--- config.mk ---
export PLATFORM = sky130hd
export DESIGN_NAME = ppdr_port
export DESIGN_NICKNAME = d
export VERILOG_FILES = /design/src/rtl/ppdr_pkg.sv /design/src/rtl/ppdr_port.sv /design/src/rtl/ppdr_fifo.sv
export VERILOG_INCLUDE_DIRS = /design/src /design/src/rtl
export SDC_FILE = /design/constraint.sdc
export NUM_CORES = 2
export LEC_CHECK = 0
export BUFFER_PORTS_ARGS = -buffer_cell sky130_fd_sc_hd__buf_2
export CAP_MARGIN = 20
export CORE_MARGIN = 1.5
export CORE_UTILIZATION = 45
export DETAILED_ROUTE_END_ITERATION = 6
export PLACE_DENSITY_LB_ADDON = 0.2
export SLEW_MARGIN = 10
export SYNTH_ARGS = -nofsm -noshare
export SYNTH_HDL_FRONTEND = slang
export SYNTH_SLANG_ARGS = --single-unit
--- constraint.sdc ---
create_clock -name clock -period 5 [get_ports clock]
set_input_delay 0.25 -clock clock [delete_from_list [all_inputs] [get_ports clock]]
set_output_delay 0.25 -clock clock [all_outputs]
set_load 0.05 [all_outputs]
--- src/rtl/ppdr_defs.svh ---
// constants for the port priority, deadlock and retransmit block
`ifndef PPDR_DEFS_SVH
`define PPDR_DEFS_SVH
`define PPDR_PRIO_W        2
`define PPDR_PRIO_MAX      2'h3
`define PPDR_REQ_PRIO_MAX  2'h2
`define PPDR_TAG_W         6
`define PPDR_NSLOT         8
`define PPDR_SLOT_W        3
`define PPDR_CNT_W         24
`define PPDR_LINK_TO_DEF   24'h0003E8
`define PPDR_RESP_TO_DEF   24'h0186A0
`define PPDR_RETRY_DEF     8'h07
`define PPDR_IN_BUFS       4
`define PPDR_RESP_REQ_TX   2
`endif

--- src/rtl/ppdr_pkg.sv ---
// types for the port priority, deadlock and retransmit block
package ppdr_pkg;
  typedef logic [1:0] ppdr_prio_t;
  typedef logic [5:0] ppdr_tag_t;
  typedef enum logic [2:0] {PPDR_ACK_ACCEPT, PPDR_ACK_RETRY, PPDR_ACK_NOT_ACC, PPDR_ACK_NONE} ppdr_ack_e;
endpackage : ppdr_pkg

--- src/rtl/ppdr_port.sv ---
// port-level deadlock avoidance, retransmit store and time-outs
// What this block does
// - requests needing responses never go out at the top priority
// - responses leave at least one level above their request, or at the top level for a top-level request
// - switch accepts priority N if no older N-or-higher packet waits, else when space fits
// - one input buffer reserved per priority level above the lowest (levels 1 to 3), shared above it
// - after a retry of priority N, prefer a waiting higher packet
// - end point accepts when level's buffer space fits; only refuse for space
// - accept decision ignores whether outbound requests are blocked
// - transmit queue never fills completely with requests
// - four input buffers with reservation, higher-priority selection
// - with USE_PROMOTE set, retried responses are promoted step by step
// - crc passes unchanged except maintenance packets in a switch (IS_SWITCH), which are recomputed
// - link and response time-out counters flag missing answers
// - link time-out runs from send to acknowledgment
// - link time-out handled like an unexpected acknowledgment
// - two-response operations wait for both responses on any link
// - every packet acknowledged except during inbound error stop; copy kept until accepted or unrecoverable
// - corrupted inbound packet answered with not-accepted
// - after link-request exchange resume with corrupted or higher packet
// - every corrupted packet resent up to a programmable limit
// - time-out defaults are long to avoid false expiry
// - promotion goes only as far as needed
// - error recovery stops sending, resets timers, sends link-request
// - on link-response back up to first unaccepted packet and resume
`timescale 1ns/1ps
`include "ppdr_defs.svh"
module ppdr_port #(
  parameter bit IS_SWITCH    = 1'b0,
  parameter bit USE_PROMOTE  = 1'b0,
  parameter int DW           = 32,
  parameter int FIFO_DEPTH   = 16
) (
  input  wire logic               clock,        // core clock
  input  wire logic               rst,          // sync reset
  input  wire logic [23:0]        link_to_cfg,  // link time-out cycles
  input  wire logic [23:0]        resp_to_cfg,  // response time-out cycles
  input  wire logic [7:0]         retry_limit,  // resend limit
  input  wire logic               rx_valid,     // inbound packet offered
  input  wire ppdr_pkg::ppdr_prio_t rx_prio,    // its priority
  input  wire ppdr_pkg::ppdr_tag_t  rx_tag,     // its sequence tag
  input  wire logic               rx_crc_bad,   // corrupted
  input  wire logic               rx_is_maint,  // maintenance packet
  input  wire logic [DW-1:0]      rx_data,      // packet word
  input  wire logic               in_release,   // one input buffer freed
  input  wire ppdr_pkg::ppdr_prio_t in_rel_prio,// priority of freed buffer
  output logic                    rx_ack_valid, // acknowledgment pulse
  output ppdr_pkg::ppdr_ack_e     rx_ack_kind,  // accept/retry/not-accepted
  output ppdr_pkg::ppdr_tag_t     rx_ack_tag,   // acknowledged tag
  output logic                    rx_crc_redo,  // crc must be recomputed
  output logic [DW-1:0]           fwd_data,     // forwarded word
  output logic                    fwd_valid,    // forwarded word valid
  input  wire logic               fwd_ready,    // downstream ready
  input  wire logic               tq_valid,     // new packet to send
  input  wire logic               tq_is_resp,   // it is a response
  input  wire logic               tq_needs_resp,// request wanting a response
  input  wire logic               tq_two_resp,  // expects two responses
  input  wire ppdr_pkg::ppdr_prio_t tq_req_prio,// priority (or request's)
  output logic                    tq_ready,     // slot available
  input  wire logic               resp_rx,      // response arrived, any link
  input  wire logic               tx_ack_valid, // ack from partner
  input  wire ppdr_pkg::ppdr_ack_e tx_ack_kind, // its kind
  input  wire ppdr_pkg::ppdr_tag_t tx_ack_tag,  // its tag
  input  wire logic               lresp_valid,  // link-response arrived
  input  wire ppdr_pkg::ppdr_tag_t lresp_tag,   // partner's expected tag
  output logic                    tx_send,      // send pulse
  output logic [2:0]              tx_slot,      // slot sent
  output ppdr_pkg::ppdr_prio_t    tx_prio,      // priority sent
  output ppdr_pkg::ppdr_tag_t     tx_tag,       // tag sent
  output logic                    lreq_send,    // link-request pulse
  output logic                    out_err_stop, // output error-stopped
  output logic                    link_timeout, // link time-out pulse
  output logic                    resp_timeout, // response time-out pulse
  output logic                    pkt_unrecov   // packet dropped as unrecoverable
);
  import ppdr_pkg::*;
  localparam int NS = `PPDR_NSLOT;
  // ---- inbound: acceptance and input buffer accounting
  logic [2:0] in_cnt_r [4];
  logic [2:0] in_total_r;
  logic       in_err_r;
  logic       fi_ready;
  wire [2:0] higher_held = in_cnt_r[3] + (rx_prio <= 2'h2 ? in_cnt_r[2] : 3'h0)
                         + (rx_prio <= 2'h1 ? in_cnt_r[1] : 3'h0) + (rx_prio == 2'h0 ? in_cnt_r[0] : 3'h0);
  // reserved buffers of levels above rx_prio still unused
  wire [2:0] resv_above = ((rx_prio < 2'h3 && in_cnt_r[3] == 3'h0) ? 3'h1 : 3'h0)
                        + ((rx_prio < 2'h2 && in_cnt_r[2] == 3'h0) ? 3'h1 : 3'h0)
                        + ((rx_prio < 2'h1 && in_cnt_r[1] == 3'h0) ? 3'h1 : 3'h0);
  wire space_ok    = (in_total_r + resv_above) < 3'(`PPDR_IN_BUFS);
  wire sw_accept   = (higher_held == 3'h0) || space_ok;
  // acceptance looks only at input space, never at outbound congestion
  wire accept_ok   = (IS_SWITCH ? sw_accept : space_ok) && fi_ready;
  wire rx_take     = rx_valid && !in_err_r && !rx_crc_bad && accept_ok;
  // no link-request input is modelled, so only reset lifts the inbound stop
  wire lreq_in_seen = 1'b0;
  always_ff @(posedge clock) begin
    if (rst) begin
      rx_ack_valid <= 1'b0;
      rx_ack_kind  <= PPDR_ACK_NONE;
      rx_ack_tag   <= '0;
      rx_crc_redo  <= 1'b0;
      in_err_r     <= 1'b0;
    end else begin
      rx_ack_valid <= rx_valid && !in_err_r;
      rx_ack_kind  <= rx_crc_bad ? PPDR_ACK_NOT_ACC : (accept_ok ? PPDR_ACK_ACCEPT : PPDR_ACK_RETRY);
      rx_ack_tag   <= rx_tag;
      rx_crc_redo  <= rx_take && rx_is_maint && IS_SWITCH;
      // inbound error stop holds off packets; lreq_in_seen is tied low, so only reset ends it
      if (rx_valid && rx_crc_bad) in_err_r <= 1'b1;
      else if (lreq_in_seen) in_err_r <= 1'b0;
    end
  end
  always_ff @(posedge clock) begin
    if (rst) begin
      for (int i = 0; i < 4; i++) in_cnt_r[i] <= '0;
      in_total_r <= '0;
    end else begin
      for (int i = 0; i < 4; i++)
        in_cnt_r[i] <= in_cnt_r[i] + 3'((rx_take && rx_prio == 2'(i)) ? 1 : 0)
                     - 3'((in_release && in_rel_prio == 2'(i) && in_cnt_r[i] != 3'h0) ? 1 : 0);
      in_total_r <= in_total_r + 3'(rx_take) - 3'(in_release && in_cnt_r[in_rel_prio] != 3'h0);
    end
  end
  ppdr_fifo #(.W(DW), .D(FIFO_DEPTH)) u_fifo (
    .clock    (clock),
    .rst      (rst),
    .in_data  (rx_data),
    .in_valid (rx_take),
    .in_ready (fi_ready),
    .out_data (fwd_data),
    .out_valid(fwd_valid),
    .out_ready(fwd_ready)
  );
  // ---- outbound: retransmit store of NS slots
  logic [NS-1:0] v_r, sent_r, resp_r;
  ppdr_prio_t    pr_r  [NS];
  ppdr_tag_t     tg_r  [NS];
  logic [23:0]   lt_r  [NS];
  logic [7:0]    rc_r  [NS];
  ppdr_tag_t     next_tag_r;
  ppdr_prio_t    retry_floor_r;
  logic          retry_pend_r;
  logic          lreq_pend_r;
  logic [3:0]    req_cnt;
  always_comb begin
    req_cnt = '0;
    for (int i = 0; i < NS; i++) req_cnt = req_cnt + 4'(v_r[i] && !resp_r[i]);
  end
  // requests may not take the last slots, keeping room for responses
  wire room_any = ~&v_r;
  wire room_req = (req_cnt < 4'(NS - `PPDR_RESP_REQ_TX));
  assign tq_ready = room_any && (tq_is_resp || room_req) && !out_err_stop;
  wire ppdr_prio_t req_p = (tq_req_prio > `PPDR_REQ_PRIO_MAX) ? `PPDR_REQ_PRIO_MAX : tq_req_prio;
  wire ppdr_prio_t rsp_p = (tq_req_prio == `PPDR_PRIO_MAX) ? `PPDR_PRIO_MAX : tq_req_prio + 2'h1;
  wire ppdr_prio_t new_p = tq_is_resp ? rsp_p : (tq_needs_resp ? req_p : tq_req_prio);
  logic [2:0] free_i;
  always_comb begin
    free_i = '0;
    for (int i = NS - 1; i >= 0; i--) if (!v_r[i]) free_i = 3'(i);
  end
  // pick the highest waiting priority; after a retry, one above the floor while any such packet waits
  logic [2:0] sel_i;
  logic       sel_ok;
  always_comb begin
    sel_i  = '0;
    sel_ok = 1'b0;
    for (int p = 0; p < 4; p++)
      for (int i = NS - 1; i >= 0; i--)
        if (v_r[i] && !sent_r[i] && pr_r[i] == 2'(p)) begin
          sel_i  = 3'(i);
          sel_ok = 1'b1;
        end
  end
  wire above_floor = !retry_pend_r || pr_r[sel_i] > retry_floor_r;
  logic any_above;
  always_comb begin
    any_above = 1'b0;
    for (int i = 0; i < NS; i++) if (v_r[i] && !sent_r[i] && pr_r[i] > retry_floor_r) any_above = 1'b1;
  end
  wire do_send = sel_ok && !out_err_stop && (above_floor || !any_above);
  logic [2:0] ack_i;
  logic       ack_hit;
  always_comb begin
    ack_i   = '0;
    ack_hit = 1'b0;
    for (int i = 0; i < NS; i++) if (v_r[i] && sent_r[i] && tg_r[i] == tx_ack_tag) begin
      ack_i   = 3'(i);
      ack_hit = 1'b1;
    end
  end
  logic [NS-1:0] lt_exp;
  always_comb begin
    for (int i = 0; i < NS; i++) lt_exp[i] = v_r[i] && sent_r[i] && lt_r[i] >= link_to_cfg;
  end
  wire unexpected = tx_ack_valid && (!ack_hit || tx_ack_kind == PPDR_ACK_NOT_ACC);
  wire lto_any    = |lt_exp && !out_err_stop;
  wire enter_err  = (unexpected || lto_any) && !out_err_stop;
  always_ff @(posedge clock) begin
    if (rst) begin
      v_r <= '0;
      sent_r <= '0;
      resp_r <= '0;
      for (int i = 0; i < NS; i++) begin
        pr_r[i] <= '0;
        tg_r[i] <= '0;
        lt_r[i] <= '0;
        rc_r[i] <= '0;
      end
      next_tag_r <= '0;
      retry_pend_r <= 1'b0;
      retry_floor_r <= '0;
      out_err_stop <= 1'b0;
      lreq_pend_r <= 1'b0;
      lreq_send <= 1'b0;
      link_timeout <= 1'b0;
      pkt_unrecov <= 1'b0;
      tx_send <= 1'b0;
      tx_slot <= '0;
      tx_prio <= '0;
      tx_tag <= '0;
    end else begin
      tx_send <= do_send;
      lreq_send <= enter_err;
      link_timeout <= lto_any;
      pkt_unrecov <= 1'b0;
      for (int i = 0; i < NS; i++)
        if (v_r[i] && sent_r[i]) lt_r[i] <= enter_err ? 24'h0 : lt_r[i] + 24'h1;
      if (do_send) begin
        sent_r[sel_i] <= 1'b1;
        tg_r[sel_i] <= next_tag_r;
        lt_r[sel_i] <= '0;
        next_tag_r <= next_tag_r + 6'h1;
        tx_slot <= sel_i;
        tx_prio <= pr_r[sel_i];
        tx_tag <= next_tag_r;
        retry_pend_r <= 1'b0;
      end
      if (tq_valid && tq_ready) begin
        v_r[free_i] <= 1'b1;
        sent_r[free_i] <= 1'b0;
        resp_r[free_i] <= tq_is_resp;
        pr_r[free_i] <= new_p;
        rc_r[free_i] <= '0;
      end
      if (tx_ack_valid && ack_hit && !out_err_stop) begin
        if (tx_ack_kind == PPDR_ACK_ACCEPT) v_r[ack_i] <= 1'b0;
        else if (tx_ack_kind == PPDR_ACK_RETRY) begin
          sent_r[ack_i] <= 1'b0;
          retry_pend_r <= 1'b1;
          retry_floor_r <= pr_r[ack_i];
          // step up one level per retry, only while retries keep coming
          if (USE_PROMOTE && resp_r[ack_i] && pr_r[ack_i] != `PPDR_PRIO_MAX)
            pr_r[ack_i] <= pr_r[ack_i] + 2'h1;
        end
      end
      if (enter_err) begin
        out_err_stop <= 1'b1;
        lreq_pend_r <= 1'b1;
      end
      if (lresp_valid && lreq_pend_r) begin
        out_err_stop <= 1'b0;
        lreq_pend_r <= 1'b0;
        next_tag_r <= lresp_tag;
        for (int i = 0; i < NS; i++)
          if (v_r[i] && sent_r[i]) begin
            if (tg_r[i] - lresp_tag >= 6'(NS)) v_r[i] <= 1'b0;
            else if (rc_r[i] >= retry_limit) begin
              v_r[i] <= 1'b0;
              pkt_unrecov <= 1'b1;
            end else begin
              sent_r[i] <= 1'b0;
              rc_r[i] <= rc_r[i] + 8'h1;
            end
          end
      end
    end
  end
  // ---- response time-out, counting both responses of a two-response op
  logic [23:0] rt_r;
  logic [1:0]  rwait_r;
  always_ff @(posedge clock) begin
    if (rst) begin
      rt_r <= '0;
      rwait_r <= '0;
      resp_timeout <= 1'b0;
    end else begin
      resp_timeout <= 1'b0;
      if (tq_valid && tq_ready && tq_needs_resp) begin
        rwait_r <= tq_two_resp ? 2'h2 : 2'h1;
        rt_r <= '0;
      end else if (rwait_r != 2'h0) begin
        if (resp_rx) rwait_r <= rwait_r - 2'h1;
        if (rt_r >= resp_to_cfg) begin
          resp_timeout <= 1'b1;
          rwait_r <= '0;
        end else rt_r <= rt_r + 24'h1;
      end
    end
  end
endmodule : ppdr_port

--- src/rtl/ppdr_fifo.sv ---
// valid/ready fifo built from flip-flops
`timescale 1ns/1ps
module ppdr_fifo #(
  parameter int W = 8,
  parameter int D = 16
) (
  input  wire logic         clock,   // core clock
  input  wire logic         rst,     // sync reset
  input  wire logic [W-1:0] in_data, // fill data
  input  wire logic         in_valid,// fill valid
  output logic              in_ready,// not full
  output logic [W-1:0]      out_data,// head word
  output logic              out_valid,// not empty
  input  wire logic         out_ready // drain
);
  localparam int AW = $clog2(D);
  logic [W-1:0] mem_r [D];
  logic [AW-1:0] wp_r, rp_r;
  logic [AW:0]   cnt_r;
  wire push = in_valid && in_ready;
  wire pop  = out_valid && out_ready;
  assign in_ready  = (cnt_r != (AW+1)'(D));
  assign out_valid = (cnt_r != '0);
  assign out_data  = mem_r[rp_r];
  always_ff @(posedge clock) begin
    if (rst) begin
      wp_r <= '0;
      rp_r <= '0;
      cnt_r <= '0;
    end else begin
      if (push) wp_r <= (wp_r == AW'(D-1)) ? '0 : wp_r + 1'b1;
      if (pop) rp_r <= (rp_r == AW'(D-1)) ? '0 : rp_r + 1'b1;
      cnt_r <= cnt_r + (AW+1)'(push) - (AW+1)'(pop);
    end
  end
  always_ff @(posedge clock) begin
    if (push) mem_r[wp_r] <= in_data;
  end
endmodule : ppdr_fifo

After elaboration in Yosys (flattened, before gate mapping). Memory sizes are Yosys's and may differ from the RTL's. A register that Yosys moved wholly into a read port is not among the register bits. Index checks and enable logic that the tools add are counted. Widths: inputs -> output; s select.

RAM bits: 844. Memories kept: 6. Flip-flop bits (word level): 101.

Equal/unequal tests: 44. Muxes and demuxes: 348. Add/subtract/negate cells: 52. Reductions and logical operators: 183. Bitwise gates (word level): 31. Order comparisons: 46.

Memory list: u_fifo.mem_r (words 16, bits a word 32, read ports 1, clocked after memory_dff 1, write ports 1, line ppdr_fifo.sv:17) `logic [W-1:0] mem_r [D];`; lt_r (words 8, bits a word 24, read ports 8, clocked after memory_dff 0, write ports 9, line ppdr_port.sv:138) `logic [23:0] lt_r [NS];`; rc_r (words 8, bits a word 8, read ports 8, clocked after memory_dff 0, write ports 8, line ppdr_port.sv:139) `logic [7:0] rc_r [NS];`; tg_r (words 8, bits a word 6, read ports 8, clocked after memory_dff 0, write ports 8, line ppdr_port.sv:137) `ppdr_tag_t tg_r [NS];`; pr_r (words 8, bits a word 2, read ports 10, clocked after memory_dff 1, write ports 8, line ppdr_port.sv:136) `ppdr_prio_t pr_r [NS];`; in_cnt_r (words 4, bits a word 3, read ports 5, clocked after memory_dff 0, write ports 4, line ppdr_port.sv:79) `logic [2:0] in_cnt_r [4];`.

Operators by type and width (number): $mux 24 (16); $mux 1 (236); $add 24x1->24 const B (9); $ge 24x24->1 (9); $mux 8 (22); $mux 3 (53); $logic_and 1x1->1 (118); $add 8x1->8 const B (8); $ge 8x8->1 (8); $eq 6x6->1 (8); $ge 6x4->1 const B (8); $sub 6x6->6 (8); $eq 2x2->1 const B (21); $and 8x8->8 (3); $logic_not 1->1 (23); $eq 2x1->1 const B (10); $logic_not 2->1 (10); $mux 2 (10); $or 1x1->1 (20); $gt 2x2->1 (9); $mux 6 (3); $reduce_bool 3->1 (6); $add 4x1->4 (4); $mux 4 (4); 39 further kinds (78).

Depth between registers and ports, before layout.
Depth in word-level cells: 53. Mapped depth: 22. Gate-level depth less buffers: 19.

Cells and area by module. A second synthesis with hierarchy kept.

Cell total of the unflattened synthesis: 4528. Area, all modules: 50597.3 µm².

Modules (own cells, without submodules): ppdr_port (instances 1, area each 30570.6 µm², cells each 3638); ppdr_fifo (instances 1, area each 20026.7 µm², cells each 890).

Worst setup path before layout. OpenSTA, ideal clock, no wires.

Kind: register -> register. Start: register v_r[0]. End: memory pr_r[1][0] (netlist name), enable pin. Slack: -0.274 ns. Period minus slack after synthesis: 5.274 ns. Buffers on the path: 2. Required time: 4.655 ns. Arrival: 4.929 ns. Stages on the path, launching flop included: 18. Library setup time: 0.345 ns. Path through: dfxtp_1 > buf_2 > nor2b_1 > fa_1 > inv_1 > fa_1 > fa_1 > nor3b_1 > fa_1 > nor2b_1 > o31ai_1 > a21oi_1 > nor2_1 > nand2_1 > nor2_1 > nand2_1 > nand2_1 > clkbuf_1.

RTL lines: start: declaration (line ppdr_port.sv:135) `logic [NS-1:0] v_r, sent_r, resp_r;`; start signal: assignment (line ppdr_port.sv:200) `v_r <= '0;`; start signal: indexed assignment (line ppdr_port.sv:239) `v_r[free_i] <= 1'b1;`; start signal: indexed assignment (line ppdr_port.sv:246) `if (tx_ack_kind == PPDR_ACK_ACCEPT) v_r[ack_i] <= 1'b0;`; end: declaration (line ppdr_port.sv:136).

==> results.toml <==
[status]
status = "completed"

[pwr]
p_leak_nw = 21.75
p_clk_share_pct = 39.8
switching_share_pct = 27.26
total_power_mw = 19.55
switchingPower_mw = 5.327
vdd_drop_max_mv = 0.3212
p_per_area_nw_per_um2 = 332.4
p_seq_share_pct = 44.2
pwr-share-comb_pct = 16.0
intPower_mw = 14.22

[die]
dieArea_sq_um = 114200
chipWidth_um = 337.9
start_util_pct = 45.48
fp-row-count = 122
dieHeight_um = 337.9
fp.coreArea_sq_um = 111000
io_pins = 191

[detailed_routing]
first_iter_violations = 3039
dr_total_vias = 36950
via_per_inst = 5.812
dr.pass1.iters = 6
drc = 0
routed_wl_um = 138000
wire_per_inst_um = 21.71
ant_nets = 0

[synth]
syn_avg_cell_area_sq_um = 11.50
synth_warnings = 0
ys_seq_elements = 950
postSynthCellCount = 4389
async_flop_share_pct = 0
ys_seq_area_share_pct = 49.10
synth-main-ff-cell = "edfxtp_1"
synthDistinctLibCells = 106
syn_area_sq_um = 50480
synth_edf_count = 576

[timing]
fin_crit_sh_pct = 95.71
worst_slack_ps = 214.4
min_period_ps = 4786
slew_viol_final = 0
skew_ps = 65.78
hold_viol = 0
max_clock_freq_ghz = 0.2090
worst_pin_slew_ps = 1160
finalSetupViolCount = 0
relSlewSlack_pct = 22.69

[setup_path]
worstSetupEndpointType = "flip-flop"
cp-start-kind = "flip-flop"
path_delay_family = "compound AO/OA/AOI/OAI gates"
slowest_delay_ps = 500
path_buf_inv = 3
cp.arrival_ps = 5130
path_cells = "nor4bb_1 -> buf_4 -> o41ai_1 -> o2111a_2 -> o21a_2 -> buf_4 -> nor2_1 -> a221oi_1 -> a21oi_2 -> nor2_1 -> ha_1 -> nand2_1 -> o21ai_0 -> o211ai_1 -> nand3b_4 -> a21oi_2 -> buf_4 -> nand2_1 -> nand2_1"
cp_max_fo = 8
cp_slowest_cell = "o41ai_1"
r2r_slack_ps = 210
required_ps = 5340
criticalPathCategory = "reg2reg"

[clock_network]
cts_buffers = 102
clkSinkCount = 950
insertion_delay_ps = 730
clock-root-buffer = "clkbuf_16"
h-tree-depth = 3
cts_tree = "done"
cts_buffer_depth = 3
clk_pin_slew_ps = 60

[cells_and_area]
antenna_cells = 0
layout_common_cells = "576 x edfxtp_1, 397 x nand2_1, 381 x ha_1"
syn_to_final_growth_pct = 16.49
final_util_pct = 52.99
fin_nets = 5311
stdcell_count = 6358
layout_commonest_cell = "edfxtp_1"
drive_above_1_share_pct = 17.68
nFillCells = 9595
stdcell_area_sq_um = 58800

[grt]
gr-usage-all-layers_pct = 24.09
grt-ovfl-total = 0
grt_max_degree = 68
grt_pass1_wl_um = 211700
antenna_found_initial = 5
grt_pass1_vias = 35480

[worst_hold_path]
hp-class = "in2reg"

[place]
placed_area_sq_um = 54680
dp_slack_ps = 10.50
post-dp-hpwl_um = 95090
dp.cells = 6112
io_buffer_count = 187
place_congestion = 0.9546

[run]
maxCapViolations = 0
[final cells by class]
type / count / area, sq um / share of cell area, %
Tap cell: 1488 / 1862 / 3.166
Timing Repair Buffer: 452 / 3525 / 5.994
Sequential cell: 950 / 24790 / 42.17
Clock buffer: 128 / 2754 / 4.683
Clock inverter: 64 / 740.7 / 1.260
Multi-Input combinational cell: 3061 / 24320 / 41.36
Inverter: 215 / 807.0 / 1.372
[stage by stage]
| step | setup TNS, ps | hold WS [ps] |
|---|---|---|
| finish | 0 | 80.99 |
| global route | -771.4 | 75.89 |
| CTS | 0 | 30.24 |
| detailed placement | 0 | 445.7 |
| global placement | 0 | 440.1 |
| floorplan | 0 | 348.9 |
[sequential cells by signal (all words and copies together) (netlist names), 8 cells and up, named ones only]
| signal | cells |
|---|---|
| u_fifo.mem_r | 512 |
| v_r | 8 |
| sent_r | 8 |
| resp_r | 8 |
| rc_r | 64 |
| rt_r | 24 |
| lt_r | 192 |
| in_cnt_r | 12 |
| pr_r | 16 |
| tg_r | 48 |
[path summary, 6_finish.rpt]
kind / from / endpoint / cells after the start
max: pr_r[2][0] / tg_r[6][3] / 19
min: tq_valid / resp_r[2] / 5
max reg2reg: pr_r[2][0] / tg_r[6][3] / 19
min reg2reg: tx_tag[2] / tx_tag[2] / 2
[repair_timing]
item / CTS / global route
setup buffers: 0 / 1
resized for setup: 1 / 20
pin swaps: 0 / 2
endpoints found under the hold margin: 532 / 0
hold buffers: 52 / 0
setup endpoints to repair: 1 / 209
[logic make-up (layout without fill, tap and decap cells)]
family          count (synthesis)  count (layout)  share of synthesized area [%]
other cells                     1               2                       0.007429
mux                           193             193                          7.826
simple gates                 1511            1511                          15.82
fa+ha+maj                     400             400                          10.20
compound gates                760             760                          10.44
buf+inv                       379             859                          3.225
xor+xnor                      195             195                          3.384
flops                         950             950                          49.10
[Yosys cell counts, types with 19 or more instances]
cell type / n / area share (%)
nor4b_1: 31 / 0.54
a211oi_1: 24 / 0.36
mux4_2: 161 / 7.2
o21ai_0: 155 / 1.5
a31oi_1: 43 / 0.53
nand2_1: 400 / 3.0
nor3b_1: 20 / 0.30
a21o_1: 41 / 0.61
o22ai_1: 21 / 0.26
nor4_1: 44 / 0.55
nand4_1: 137 / 1.7
o311ai_1: 39 / 0.68
buf_4: 20 / 0.30
nor2b_1: 56 / 0.69
xor2_1: 125 / 2.2
o21ai_1: 22 / 0.22
o21a_1: 27 / 0.40
a21oi_1: 162 / 1.6
mux2i_1: 29 / 0.58
and2_1: 51 / 0.63
fa_1: 19 / 0.75
a22oi_1: 25 / 0.37
nand3_1: 168 / 1.7
or2_2: 19 / 0.24
and3_1: 74 / 0.92
o211ai_1: 26 / 0.39
nor3_1: 82 / 0.81
inv_1: 214 / 1.6
xnor2_1: 70 / 1.2
ha_1: 381 / 9.4
nor2_1: 268 / 2.0
buf_2: 36 / 0.36
dfxtp_1: 374 / 15
nand2b_1: 36 / 0.45
edfxtp_1: 576 / 34
clkbuf_1: 74 / 0.55
buf_1: 21 / 0.16
[per-layer routing]
layer	share of wire [%]	up-vias	GRT usage [%]	routed length [um]
met4	3.2	6	8.301	4425
met3	5.8	230	3.289	8047
li1	-	17490	-	-
met2	47	1119	39.58	65010
met1	44	18110	32.72	60530
met5	0.025	-	0	34
[power groups by stage]
stage / sequential [mW] / combinational (mW) / clock, mW
finish: 8.65 / 3.12 / 7.78
global route: 8.67 / 3.36 / 8.22
CTS: 8.65 / 3.13 / 7.91
detailed placement: 8.82 / 3.08 / 0
global placement: 8.81 / 3.05 / 0
floorplan: 8.74 / 2.18 / 0
[worst reg2reg max path, delay by kind of cell, from the launching register on]
| family | cells | cell delay [ps] |
|---|---|---|
| buf+inv | 3 | 610 |
| fa+ha+maj | 1 | 240 |
| simple gates | 7 | 960 |
| flops | 1 | 460 |
| compound gates | 8 | 2170 |
(Power assumes the default switching activity.)
